<file path="config.mk">
export PLATFORM = sky130hd
export DESIGN_NAME = wdg_guard
export DESIGN_NICKNAME = d
export VERILOG_FILES = /design/src/hdl/wdg_guard.v /design/src/hdl/wdg_tick_gen.v
export VERILOG_INCLUDE_DIRS = /design/src /design/src/shared
export SDC_FILE = /design/constraint.sdc
export NUM_CORES = 1
export LEC_CHECK = 0
export ABC_CLOCK_PERIOD_IN_PS = 8200
export BUFFER_PORTS_ARGS = -buffer_cell sky130_fd_sc_hd__clkbuf_2
export CAP_MARGIN = 5
export CORE_UTILIZATION = 64
export DETAILED_ROUTE_END_ITERATION = 8
export PLACE_DENSITY = 0.9
export SYNTH_ARGS = -nofsm -noshare
export SYNTH_HDL_FRONTEND = slang
export SYNTH_SLANG_ARGS = --single-unit
export TNS_END_PERCENT = 1
</file>
<file path="constraint.sdc">
create_clock -name clk -period 8.2 [get_ports clk]
set_clock_uncertainty 0.2 [all_clocks]
set_input_delay 1.23 -clock clk [delete_from_list [all_inputs] [get_ports clk]]
set_output_delay 1.23 -clock clk [all_outputs]
set_load 0.1 [all_outputs]
</file>
<file path="src/shared/wdg_defs.vh">
// register offsets, field positions and timing counts of the timeout guard
`ifndef WDG_DEFS_VH
`define WDG_DEFS_VH
// register map
`define WDG_ADDR_CAUSE 4'h0
`define WDG_ADDR_CTRL 4'h1
`define WDG_ADDR_MISC 4'h2
// reset cause fields
`define WDG_POWER_UP_BIT 0
`define WDG_PIN_BIT 1
`define WDG_LOW_SUPPLY_BIT 2
`define WDG_TIMEOUT_BIT 3
// control fields
`define WDG_PRE0_BIT 0
`define WDG_PRE1_BIT 1
`define WDG_PRE2_BIT 2
`define WDG_RESET_EN_BIT 3
`define WDG_UNLOCK_BIT 4
`define WDG_PRE3_BIT 5
`define WDG_IRQ_EN_BIT 6
`define WDG_IRQ_FLAG_BIT 7
// misc fields
`define WDG_BANDGAP_SEL_BIT 0
`define WDG_VECTOR_ACK_BIT 1
// reset values
`define WDG_CTRL_RESET 8'h00
`define WDG_LEVEL_OFF 3'h7
// timing
`define WDG_UNLOCK_CYCLES 3'h4
`define WDG_BASE_CYCLES 2048
`define WDG_MAX_CODE 4'h9
`define WDG_OSC_KHZ 128
`define WDG_CLK_KHZ 125000
`endif

</file>
<file path="src/hdl/wdg_guard.v">
// timeout guard with reset cause register and bandgap enable
// Operation
// - timeout reset sets flag; power-up or zero-write clears
// - low supply reset sets flag, same clears
// - pin reset sets flag, same clears
// - power-up sets flag; only zero-write clears
// - bandgap on when detector or comparator select
// - counter advances on separate oscillator ticks
// - restart clears counter; expiry acts
// - interrupt mode raises wakeable irq on expiry
// - reset mode asserts system reset on expiry
// - combined mode: irq first, then reset mode
// - always-on fuse forces reset mode
// - protected change only within four cycles
// - timeouts selectable from 16ms to 8s
// - after timeout reset guard stays enabled
// - reset-enable held while timeout flag set
// - unlock bit self-clears after four cycles
// - prescale codes 0..9 double from 2048
// - vector ack clears irq flag; irq enable too only when reset is enabled
//
// Implementation choices: the register addresses and the strobed register port.
`timescale 1ns/1ns
`include "wdg_defs.vh"
module wdg_guard #(
  parameter OSC_DIV = `WDG_CLK_KHZ / `WDG_OSC_KHZ,
  parameter BASE_CYCLES = `WDG_BASE_CYCLES
) (
  // clock and reset
  input wire clk,
  input wire nrst,
  // reset sources, sampled on clock
  input wire power_up_reset,
  input wire pin_reset,
  input wire low_supply_reset,
  // fuses and core events
  input wire guard_always_on_fuse,
  input wire [2:0] low_supply_level_fuse,
  input wire guard_restart,
  input wire guard_vector_taken,
  // register port
  input wire [3:0] reg_addr,
  input wire [7:0] reg_wdata,
  input wire reg_write,
  input wire reg_read,
  output reg [7:0] reg_rdata,
  // outputs
  output reg guard_irq,
  output reg guard_system_reset,
  output reg bandgap_enable
);
  // ----------------------------------------------------------------
  // state
  // ----------------------------------------------------------------
  reg [3:0] cause;
  reg guard_irq_flag;
  reg guard_irq_enable;
  reg guard_reset_enable;
  reg [3:0] guard_prescale_select;
  reg guard_change_unlock;
  reg [2:0] unlock_cnt;
  reg comparator_bandgap_select;
  reg [20:0] tmo_cnt;
  reg running_d;
  wire osc_tick;
  wire wr_cause = reg_write && reg_addr == `WDG_ADDR_CAUSE;
  wire wr_ctrl = reg_write && reg_addr == `WDG_ADDR_CTRL;
  wire wr_misc = reg_write && reg_addr == `WDG_ADDR_MISC;
  wire any_reset = power_up_reset | pin_reset | low_supply_reset;

  // timeout length in oscillator cycles for a prescale code
  function [20:0] tmo_limit;
    input [3:0] code;
    reg [3:0] c;
    begin
      c = (code > `WDG_MAX_CODE) ? `WDG_MAX_CODE : code;
      tmo_limit = BASE_CYCLES[20:0] << c;
    end
  endfunction

  // ----------------------------------------------------------------
  // oscillator
  // ----------------------------------------------------------------
  wdg_tick_gen #(.DIV(OSC_DIV)) u_tick (
    .clk(clk),
    .nrst(nrst),
    .tick(osc_tick)
  );

  // ----------------------------------------------------------------
  // mode and expiry
  // ----------------------------------------------------------------
  wire eff_reset_en = guard_always_on_fuse | guard_reset_enable;
  wire eff_irq_en = guard_irq_enable & ~guard_always_on_fuse;
  wire running = eff_reset_en | eff_irq_en;
  wire expire = running && osc_tick && (tmo_cnt + 21'h000001 >= tmo_limit(guard_prescale_select));
  wire irq_expire = expire && eff_irq_en;
  wire rst_expire = expire && eff_reset_en && !eff_irq_en;
  wire unlock_req = wr_ctrl && reg_wdata[`WDG_UNLOCK_BIT] && reg_wdata[`WDG_RESET_EN_BIT];
  wire unlock_open = guard_change_unlock && !reg_wdata[`WDG_UNLOCK_BIT];
  wire vec_ack = guard_vector_taken || (wr_misc && reg_wdata[`WDG_VECTOR_ACK_BIT]);

  // ----------------------------------------------------------------
  // timeout counter
  // ----------------------------------------------------------------
  reg [20:0] next_tmo_cnt;

  // restart, reset events, expiry and start all begin a fresh count
  always @* begin
    next_tmo_cnt = tmo_cnt;
    if (any_reset || guard_restart || rst_expire || (running && !running_d)) begin
      next_tmo_cnt = 21'h000000;
    end else if (expire) begin
      next_tmo_cnt = 21'h000000;
    end else if (running && osc_tick) begin
      next_tmo_cnt = tmo_cnt + 21'h000001;
    end
  end

  always @(posedge clk or negedge nrst) begin
    if (!nrst) begin
      tmo_cnt <= 21'h000000;
      running_d <= 1'b0;
    end else begin
      tmo_cnt <= next_tmo_cnt;
      running_d <= running;
    end
  end

  // ----------------------------------------------------------------
  // reset cause register
  // ----------------------------------------------------------------
  reg [3:0] next_cause;

  // zero-write first, so an event in the same cycle still sets its flag
  always @* begin
    next_cause = cause;
    if (wr_cause) begin
      next_cause = cause & reg_wdata[3:0];
    end
    if (power_up_reset) begin
      next_cause[`WDG_TIMEOUT_BIT] = 1'b0;
      next_cause[`WDG_LOW_SUPPLY_BIT] = 1'b0;
      next_cause[`WDG_PIN_BIT] = 1'b0;
      next_cause[`WDG_POWER_UP_BIT] = 1'b1;
    end else begin
      if (rst_expire) begin
        next_cause[`WDG_TIMEOUT_BIT] = 1'b1;
      end
      if (low_supply_reset) begin
        next_cause[`WDG_LOW_SUPPLY_BIT] = 1'b1;
      end
      if (pin_reset) begin
        next_cause[`WDG_PIN_BIT] = 1'b1;
      end
    end
  end

  always @(posedge clk or negedge nrst) begin
    if (!nrst) begin
      cause <= 4'h0;
    end else begin
      cause <= next_cause;
    end
  end

  // ----------------------------------------------------------------
  // control register
  // ----------------------------------------------------------------
  reg next_irq_flag;
  reg next_irq_enable;
  reg next_reset_enable;
  reg [3:0] next_prescale;
  reg next_unlock;
  reg [2:0] next_unlock_cnt;
  reg next_bandgap_sel;

  // prescale code gathered from its split field
  function [3:0] pre_field;
    input [7:0] d;
    begin
      pre_field = {d[`WDG_PRE3_BIT], d[`WDG_PRE2_BIT], d[`WDG_PRE1_BIT], d[`WDG_PRE0_BIT]};
    end
  endfunction

  // later assignments win: expiry sets the flag over a write or vector clear
  always @* begin
    next_irq_flag = guard_irq_flag;
    next_irq_enable = guard_irq_enable;
    next_reset_enable = guard_reset_enable;
    next_prescale = guard_prescale_select;
    next_unlock = guard_change_unlock;
    next_unlock_cnt = unlock_cnt;
    next_bandgap_sel = comparator_bandgap_select;
    if (wr_misc) begin
      next_bandgap_sel = reg_wdata[`WDG_BANDGAP_SEL_BIT];
    end
    if (any_reset) begin
      // other fields except bandgap select back to initial values; reset-enable kept by flag
      next_irq_flag = 1'b0;
      next_irq_enable = 1'b0;
      next_unlock = 1'b0;
      next_unlock_cnt = 3'h0;
      next_prescale = 4'h0;
      next_reset_enable = cause[`WDG_TIMEOUT_BIT] & ~power_up_reset;
    end else begin
      if (wr_ctrl) begin
        next_irq_enable = reg_wdata[`WDG_IRQ_EN_BIT];
        if (reg_wdata[`WDG_IRQ_FLAG_BIT]) begin
          next_irq_flag = 1'b0;
        end
        if (unlock_open) begin
          next_reset_enable = reg_wdata[`WDG_RESET_EN_BIT];
          next_prescale = pre_field(reg_wdata);
        end else if (reg_wdata[`WDG_RESET_EN_BIT]) begin
          next_reset_enable = 1'b1;
        end
      end
      if (unlock_req) begin
        next_unlock = 1'b1;
        next_unlock_cnt = `WDG_UNLOCK_CYCLES;
      end else if (guard_change_unlock) begin
        if (unlock_cnt == 3'h1 || (wr_ctrl && unlock_open)) begin
          next_unlock = 1'b0;
          next_unlock_cnt = 3'h0;
        end else begin
          next_unlock_cnt = unlock_cnt - 3'h1;
        end
      end
      if (vec_ack && eff_reset_en) begin
        next_irq_enable = 1'b0;
        next_irq_flag = 1'b0;
      end else if (vec_ack) begin
        next_irq_flag = 1'b0;
      end
      if (irq_expire) begin
        next_irq_flag = 1'b1;
      end
      if (cause[`WDG_TIMEOUT_BIT]) begin
        next_reset_enable = 1'b1;
      end
    end
  end

  always @(posedge clk or negedge nrst) begin
    if (!nrst) begin
      guard_irq_flag <= 1'b0;
      guard_irq_enable <= 1'b0;
      guard_reset_enable <= 1'b0;
      guard_prescale_select <= 4'h0;
      guard_change_unlock <= 1'b0;
      unlock_cnt <= 3'h0;
      comparator_bandgap_select <= 1'b0;
    end else begin
      guard_irq_flag <= next_irq_flag;
      guard_irq_enable <= next_irq_enable;
      guard_reset_enable <= next_reset_enable;
      guard_prescale_select <= next_prescale;
      guard_change_unlock <= next_unlock;
      unlock_cnt <= next_unlock_cnt;
      comparator_bandgap_select <= next_bandgap_sel;
    end
  end

  // ----------------------------------------------------------------
  // outputs and read port
  // ----------------------------------------------------------------
  reg [7:0] next_rdata;

  // read data is zero outside the cycle after a read
  always @* begin
    next_rdata = 8'h00;
    if (reg_read) begin
      if (reg_addr == `WDG_ADDR_CAUSE) begin
        next_rdata = {4'h0, cause};
      end else if (reg_addr == `WDG_ADDR_CTRL) begin
        next_rdata = {guard_irq_flag, eff_irq_en, guard_prescale_select[3], guard_change_unlock,
          eff_reset_en, guard_prescale_select[2:0]};
      end else if (reg_addr == `WDG_ADDR_MISC) begin
        next_rdata = {7'h00, comparator_bandgap_select};
      end
    end
  end

  always @(posedge clk or negedge nrst) begin
    if (!nrst) begin
      reg_rdata <= 8'h00;
      guard_irq <= 1'b0;
      guard_system_reset <= 1'b0;
      bandgap_enable <= 1'b0;
    end else begin
      reg_rdata <= next_rdata;
      guard_irq <= guard_irq_flag & eff_irq_en;
      guard_system_reset <= rst_expire;
      bandgap_enable <= (low_supply_level_fuse != `WDG_LEVEL_OFF) | comparator_bandgap_select;
    end
  end
endmodule

</file>
<file path="src/hdl/wdg_tick_gen.v">
// oscillator tick generator for the timeout guard
`timescale 1ns/1ns
module wdg_tick_gen #(
  parameter DIV = 976
) (
  // clock and reset
  input wire clk,
  input wire nrst,
  // tick out
  output reg tick
);
  reg [15:0] cnt;
  always @(posedge clk or negedge nrst) begin
    if (!nrst) begin
      cnt <= 16'h0000;
      tick <= 1'b0;
    end else if (cnt >= DIV[15:0] - 16'h0001) begin
      cnt <= 16'h0000;
      tick <= 1'b1;
    end else begin
      cnt <= cnt + 16'h0001;
      tick <= 1'b0;
    end
  end
endmodule

</file>
==> results.sh <==
export IMPL_finish_utilization_pct=74.3
export IMPL_drtIter0Drc=301
export IMPL_use_met3_pct=7.06
export IMPL_syn_avg_cell_area_sq_um=9.75
export IMPL_clk_insertion_delay_late_ns=0.34
export IMPL_firstDrtPassIters=6
export IMPL_top_usage_layer="met2"
export IMPL_netlist_area_sq_um=3650
export IMPL_finalPower_uw=673
export IMPL_worstPathRequired_ns=8.25
export IMPL_final_common_cell="dfrtp_1"
export IMPL_grt_max_degree=67
export IMPL_diodes=0
export IMPL_via_per_inst=6.20
export IMPL_cts_tree="built"
export IMPL_stdcell_area_sq_um=4090
export IMPL_pin_count=36
export IMPL_leakagePower_nw=1.84
export IMPL_yosysSeqAreaShare_pct=45.3
export IMPL_met1_usage_pct=37.5
export IMPL_crit_type="flop to flop"
export IMPL_initial_utilization_pct=66.2
export IMPL_dieHeight_um=77.5
export IMPL_dpl_cell_count=475
export IMPL_slowest_delay_ns=0.59
export IMPL_setup_worst_path_end_class="flop"
export IMPL_post_cts_buffers=0
export IMPL_fmax_mhz=255
export IMPL_grt_util_all_layers_pct=30.3
export IMPL_start_kind="flop"
export IMPL_powerDensity_nw_per_um2=164
export IMPL_totalWireLength_mm=8.37
export IMPL_grt_pass1_vias=2987
export IMPL_netlist_instances=374
export IMPL_yosys_warnings=0
export IMPL_relSlewSlack_pct=44.4
export IMPL_cap_violations=0
export IMPL_hp_class="flop to flop"
export IMPL_cts_made_buffers=9
export IMPL_ys_types=57
export IMPL_final_cell_mix="dfrtp_1 (66), nor2_1 (41), clkbuf_2 (34), nand2_1 (30), nand3_1 (20)"
export IMPL_wl_per_cell_um=17.1
export IMPL_postCtsResizedCells=0
export IMPL_fin_cells=491
export IMPL_min_period_over_period_pct=47.9
export IMPL_met2_usage_pct=48.8
export IMPL_drc=0
export IMPL_setup_tns_ns=0
export IMPL_die_width_um=77.5
export IMPL_crit_chain="ha_1, and3_1, nand2_1, or4_4, xnor2_1, ha_1, a21oi_1, o21ai_0, a211oi_4, buf_4, nand2_1, o31ai_1"
export IMPL_peakVddDrop_uv=124
export IMPL_finalSetupViolCount=0
export IMPL_dieArea_sq_um=6000
export IMPL_regArea_sq_um=1650
export IMPL_ys_seq_elements=66
export IMPL_clockBufferDepth=2
export IMPL_fin_nets=454
export IMPL_syn2layout_area_growth_pct=12.2
export IMPL_hold_ws_ns=0.292
export IMPL_cts_hold_buffers=0
export IMPL_vias=3043
export IMPL_rsz0062_at_grt="no"
export IMPL_hold_violations=0
export IMPL_cts_sinks=66
export IMPL_n_fill_cell=391
export IMPL_multi_input_area_sq_um=1860
export IMPL_cts_max_level=3
export IMPL_cts_clk_slew_worst_paths_ns=0.07
export IMPL_dpl_worst_slack_ns=4.33
export IMPL_rows=27
export IMPL_antenna_left=0
export IMPL_cts_root_buf="clkbuf_8"
export IMPL_period_needed_ns=3.93
export IMPL_grt_pass1_wl_mm=13.9
export IMPL_grt_overflow_total=0
export IMPL_core_sq_um=5510
export IMPL_worst_path_max_fanout=15
export IMPL_synth_edf_count=0
export IMPL_place_area_sq_um=3860
export IMPL_antenna_found_initial=0
export IMPL_place_congestion=0.844
export IMPL_post_route_cells_drive_above_1_share_pct=17.4
export IMPL_status="complete, no violations"
export IMPL_dpl_hpwl_mm=5.62
export IMPL_synth_flop_cell="dfrtp_1"
export IMPL_layout_setup_ws_ns=4.27
export IMPL_port_buffers=35
export IMPL_cpLargestDelayFamily="compound AO/OA/AOI/OAI gates"
export IMPL_ys_async_sr_fraction_pct=100
export IMPL_arrival_ns=3.98
export IMPL_worst_pin_slew_ns=0.835
export IMPL_cp_buffers_inverters=1
export IMPL_slew_violations=0
export IMPL_cp_slowest_cell="a211oi_4"
-- per-layer routing --
| layer | wire [um] | vias up | part of all wire (%) |
|---|---|---|---|
| met5 | 0 | - | 0 |
| met4 | 230 | 0 | 2.7 |
| met3 | 460 | 26 | 5.5 |
| met2 | 4130 | 133 | 49 |
| met1 | 3550 | 1463 | 42 |
| li1 | - | 1421 | - |
-- area by class of cell --
cell class / instances / share of cell area [%]
flip-flops and latches: 66 / 40.4
clock inverters: 6 / 2.20
repair buffers: 37 / 4.65
inverters: 18 / 1.65
clock buffers: 10 / 3.36
multi-input cells: 282 / 45.5
well taps: 72 / 2.20
-- cells by family after synthesis --
group	Yosys count	synth area share (%)
AOI/OAI and AO/OA	71	12.9
adders and majority gates	15	5.15
DFF	66	45.3
buffers and inverters	31	4.12
xor gates and xnor gates	17	4.08
muxes	14	3.88
and+or+nand+nor	159	24.5
other	1	0.103
-- cell usage after synthesis (2+ instances only) --
master,count,area [sq um]
o22ai_1,3,18.8
o31ai_1,5,37.5
nand2_1,30,113
or3_1,2,12.5
nor3_1,5,25.0
xor2_1,3,26.3
o21ai_0,16,80.1
buf_6,3,33.8
buf_4,2,15.0
nand2b_1,2,12.5
o21ai_1,3,15.0
xnor2_1,14,123
dfrtp_1,66,1650
a22oi_1,3,22.5
and3_1,14,87.6
nor3b_2,2,25.0
and4_1,2,17.5
a41oi_1,2,17.5
a21oi_1,11,55.1
mux2i_1,13,130
ha_1,15,188
nand3b_1,5,37.5
nor2b_1,6,37.5
inv_1,18,67.6
and2_1,2,12.5
nand4b_1,3,26.3
a32oi_1,6,52.6
buf_2,3,15.0
o21a_1,2,15.0
nor2_1,41,154
nand3_1,20,100
or2_2,2,12.5
clkbuf_1,4,15.0
a31oi_1,14,87.6
and3_2,2,15.0
nand4_1,9,56.3
-- registers in the layout (all words and copies together) (netlist names) --
signal	flops
guard_irq_flag	1
tmo_cnt	21
guard_reset_enable	1
cause	4
u_tick.tick	1
running_d	1
comparator_bandgap_select	1
unlock_cnt	3
u_tick.cnt	16
bandgap_enable	1
guard_irq	1
reg_rdata	8
guard_prescale_select	4
guard_irq_enable	1
guard_system_reset	1
guard_change_unlock	1
-- final timing paths --
check | slack, ns | end | startpoint | cells past startpoint
max reg2reg | 4.27 | tmo_cnt[5] | tmo_cnt[0] | 12
min in group asynchronous | 0.85 | tmo_cnt[5] | nrst | 2
min reg2reg | 0.29 | tmo_cnt[6] | tmo_cnt[6] | 1
min | 0.29 | tmo_cnt[6] | tmo_cnt[6] | 1
max in group asynchronous | 6.38 | guard_prescale_select[2] | nrst | 2
max | 4.27 | tmo_cnt[5] | tmo_cnt[0] | 12
-- power breakdown --
group	switching, mW	total, mW	internal, mW
combinational	0.0239	0.0347	0.0108
clock	0.126	0.306	0.180
sequential	0.00252	0.332	0.330
total	0.152	0.673	0.520
No activity file was read; power rests on OpenSTA's default activity.
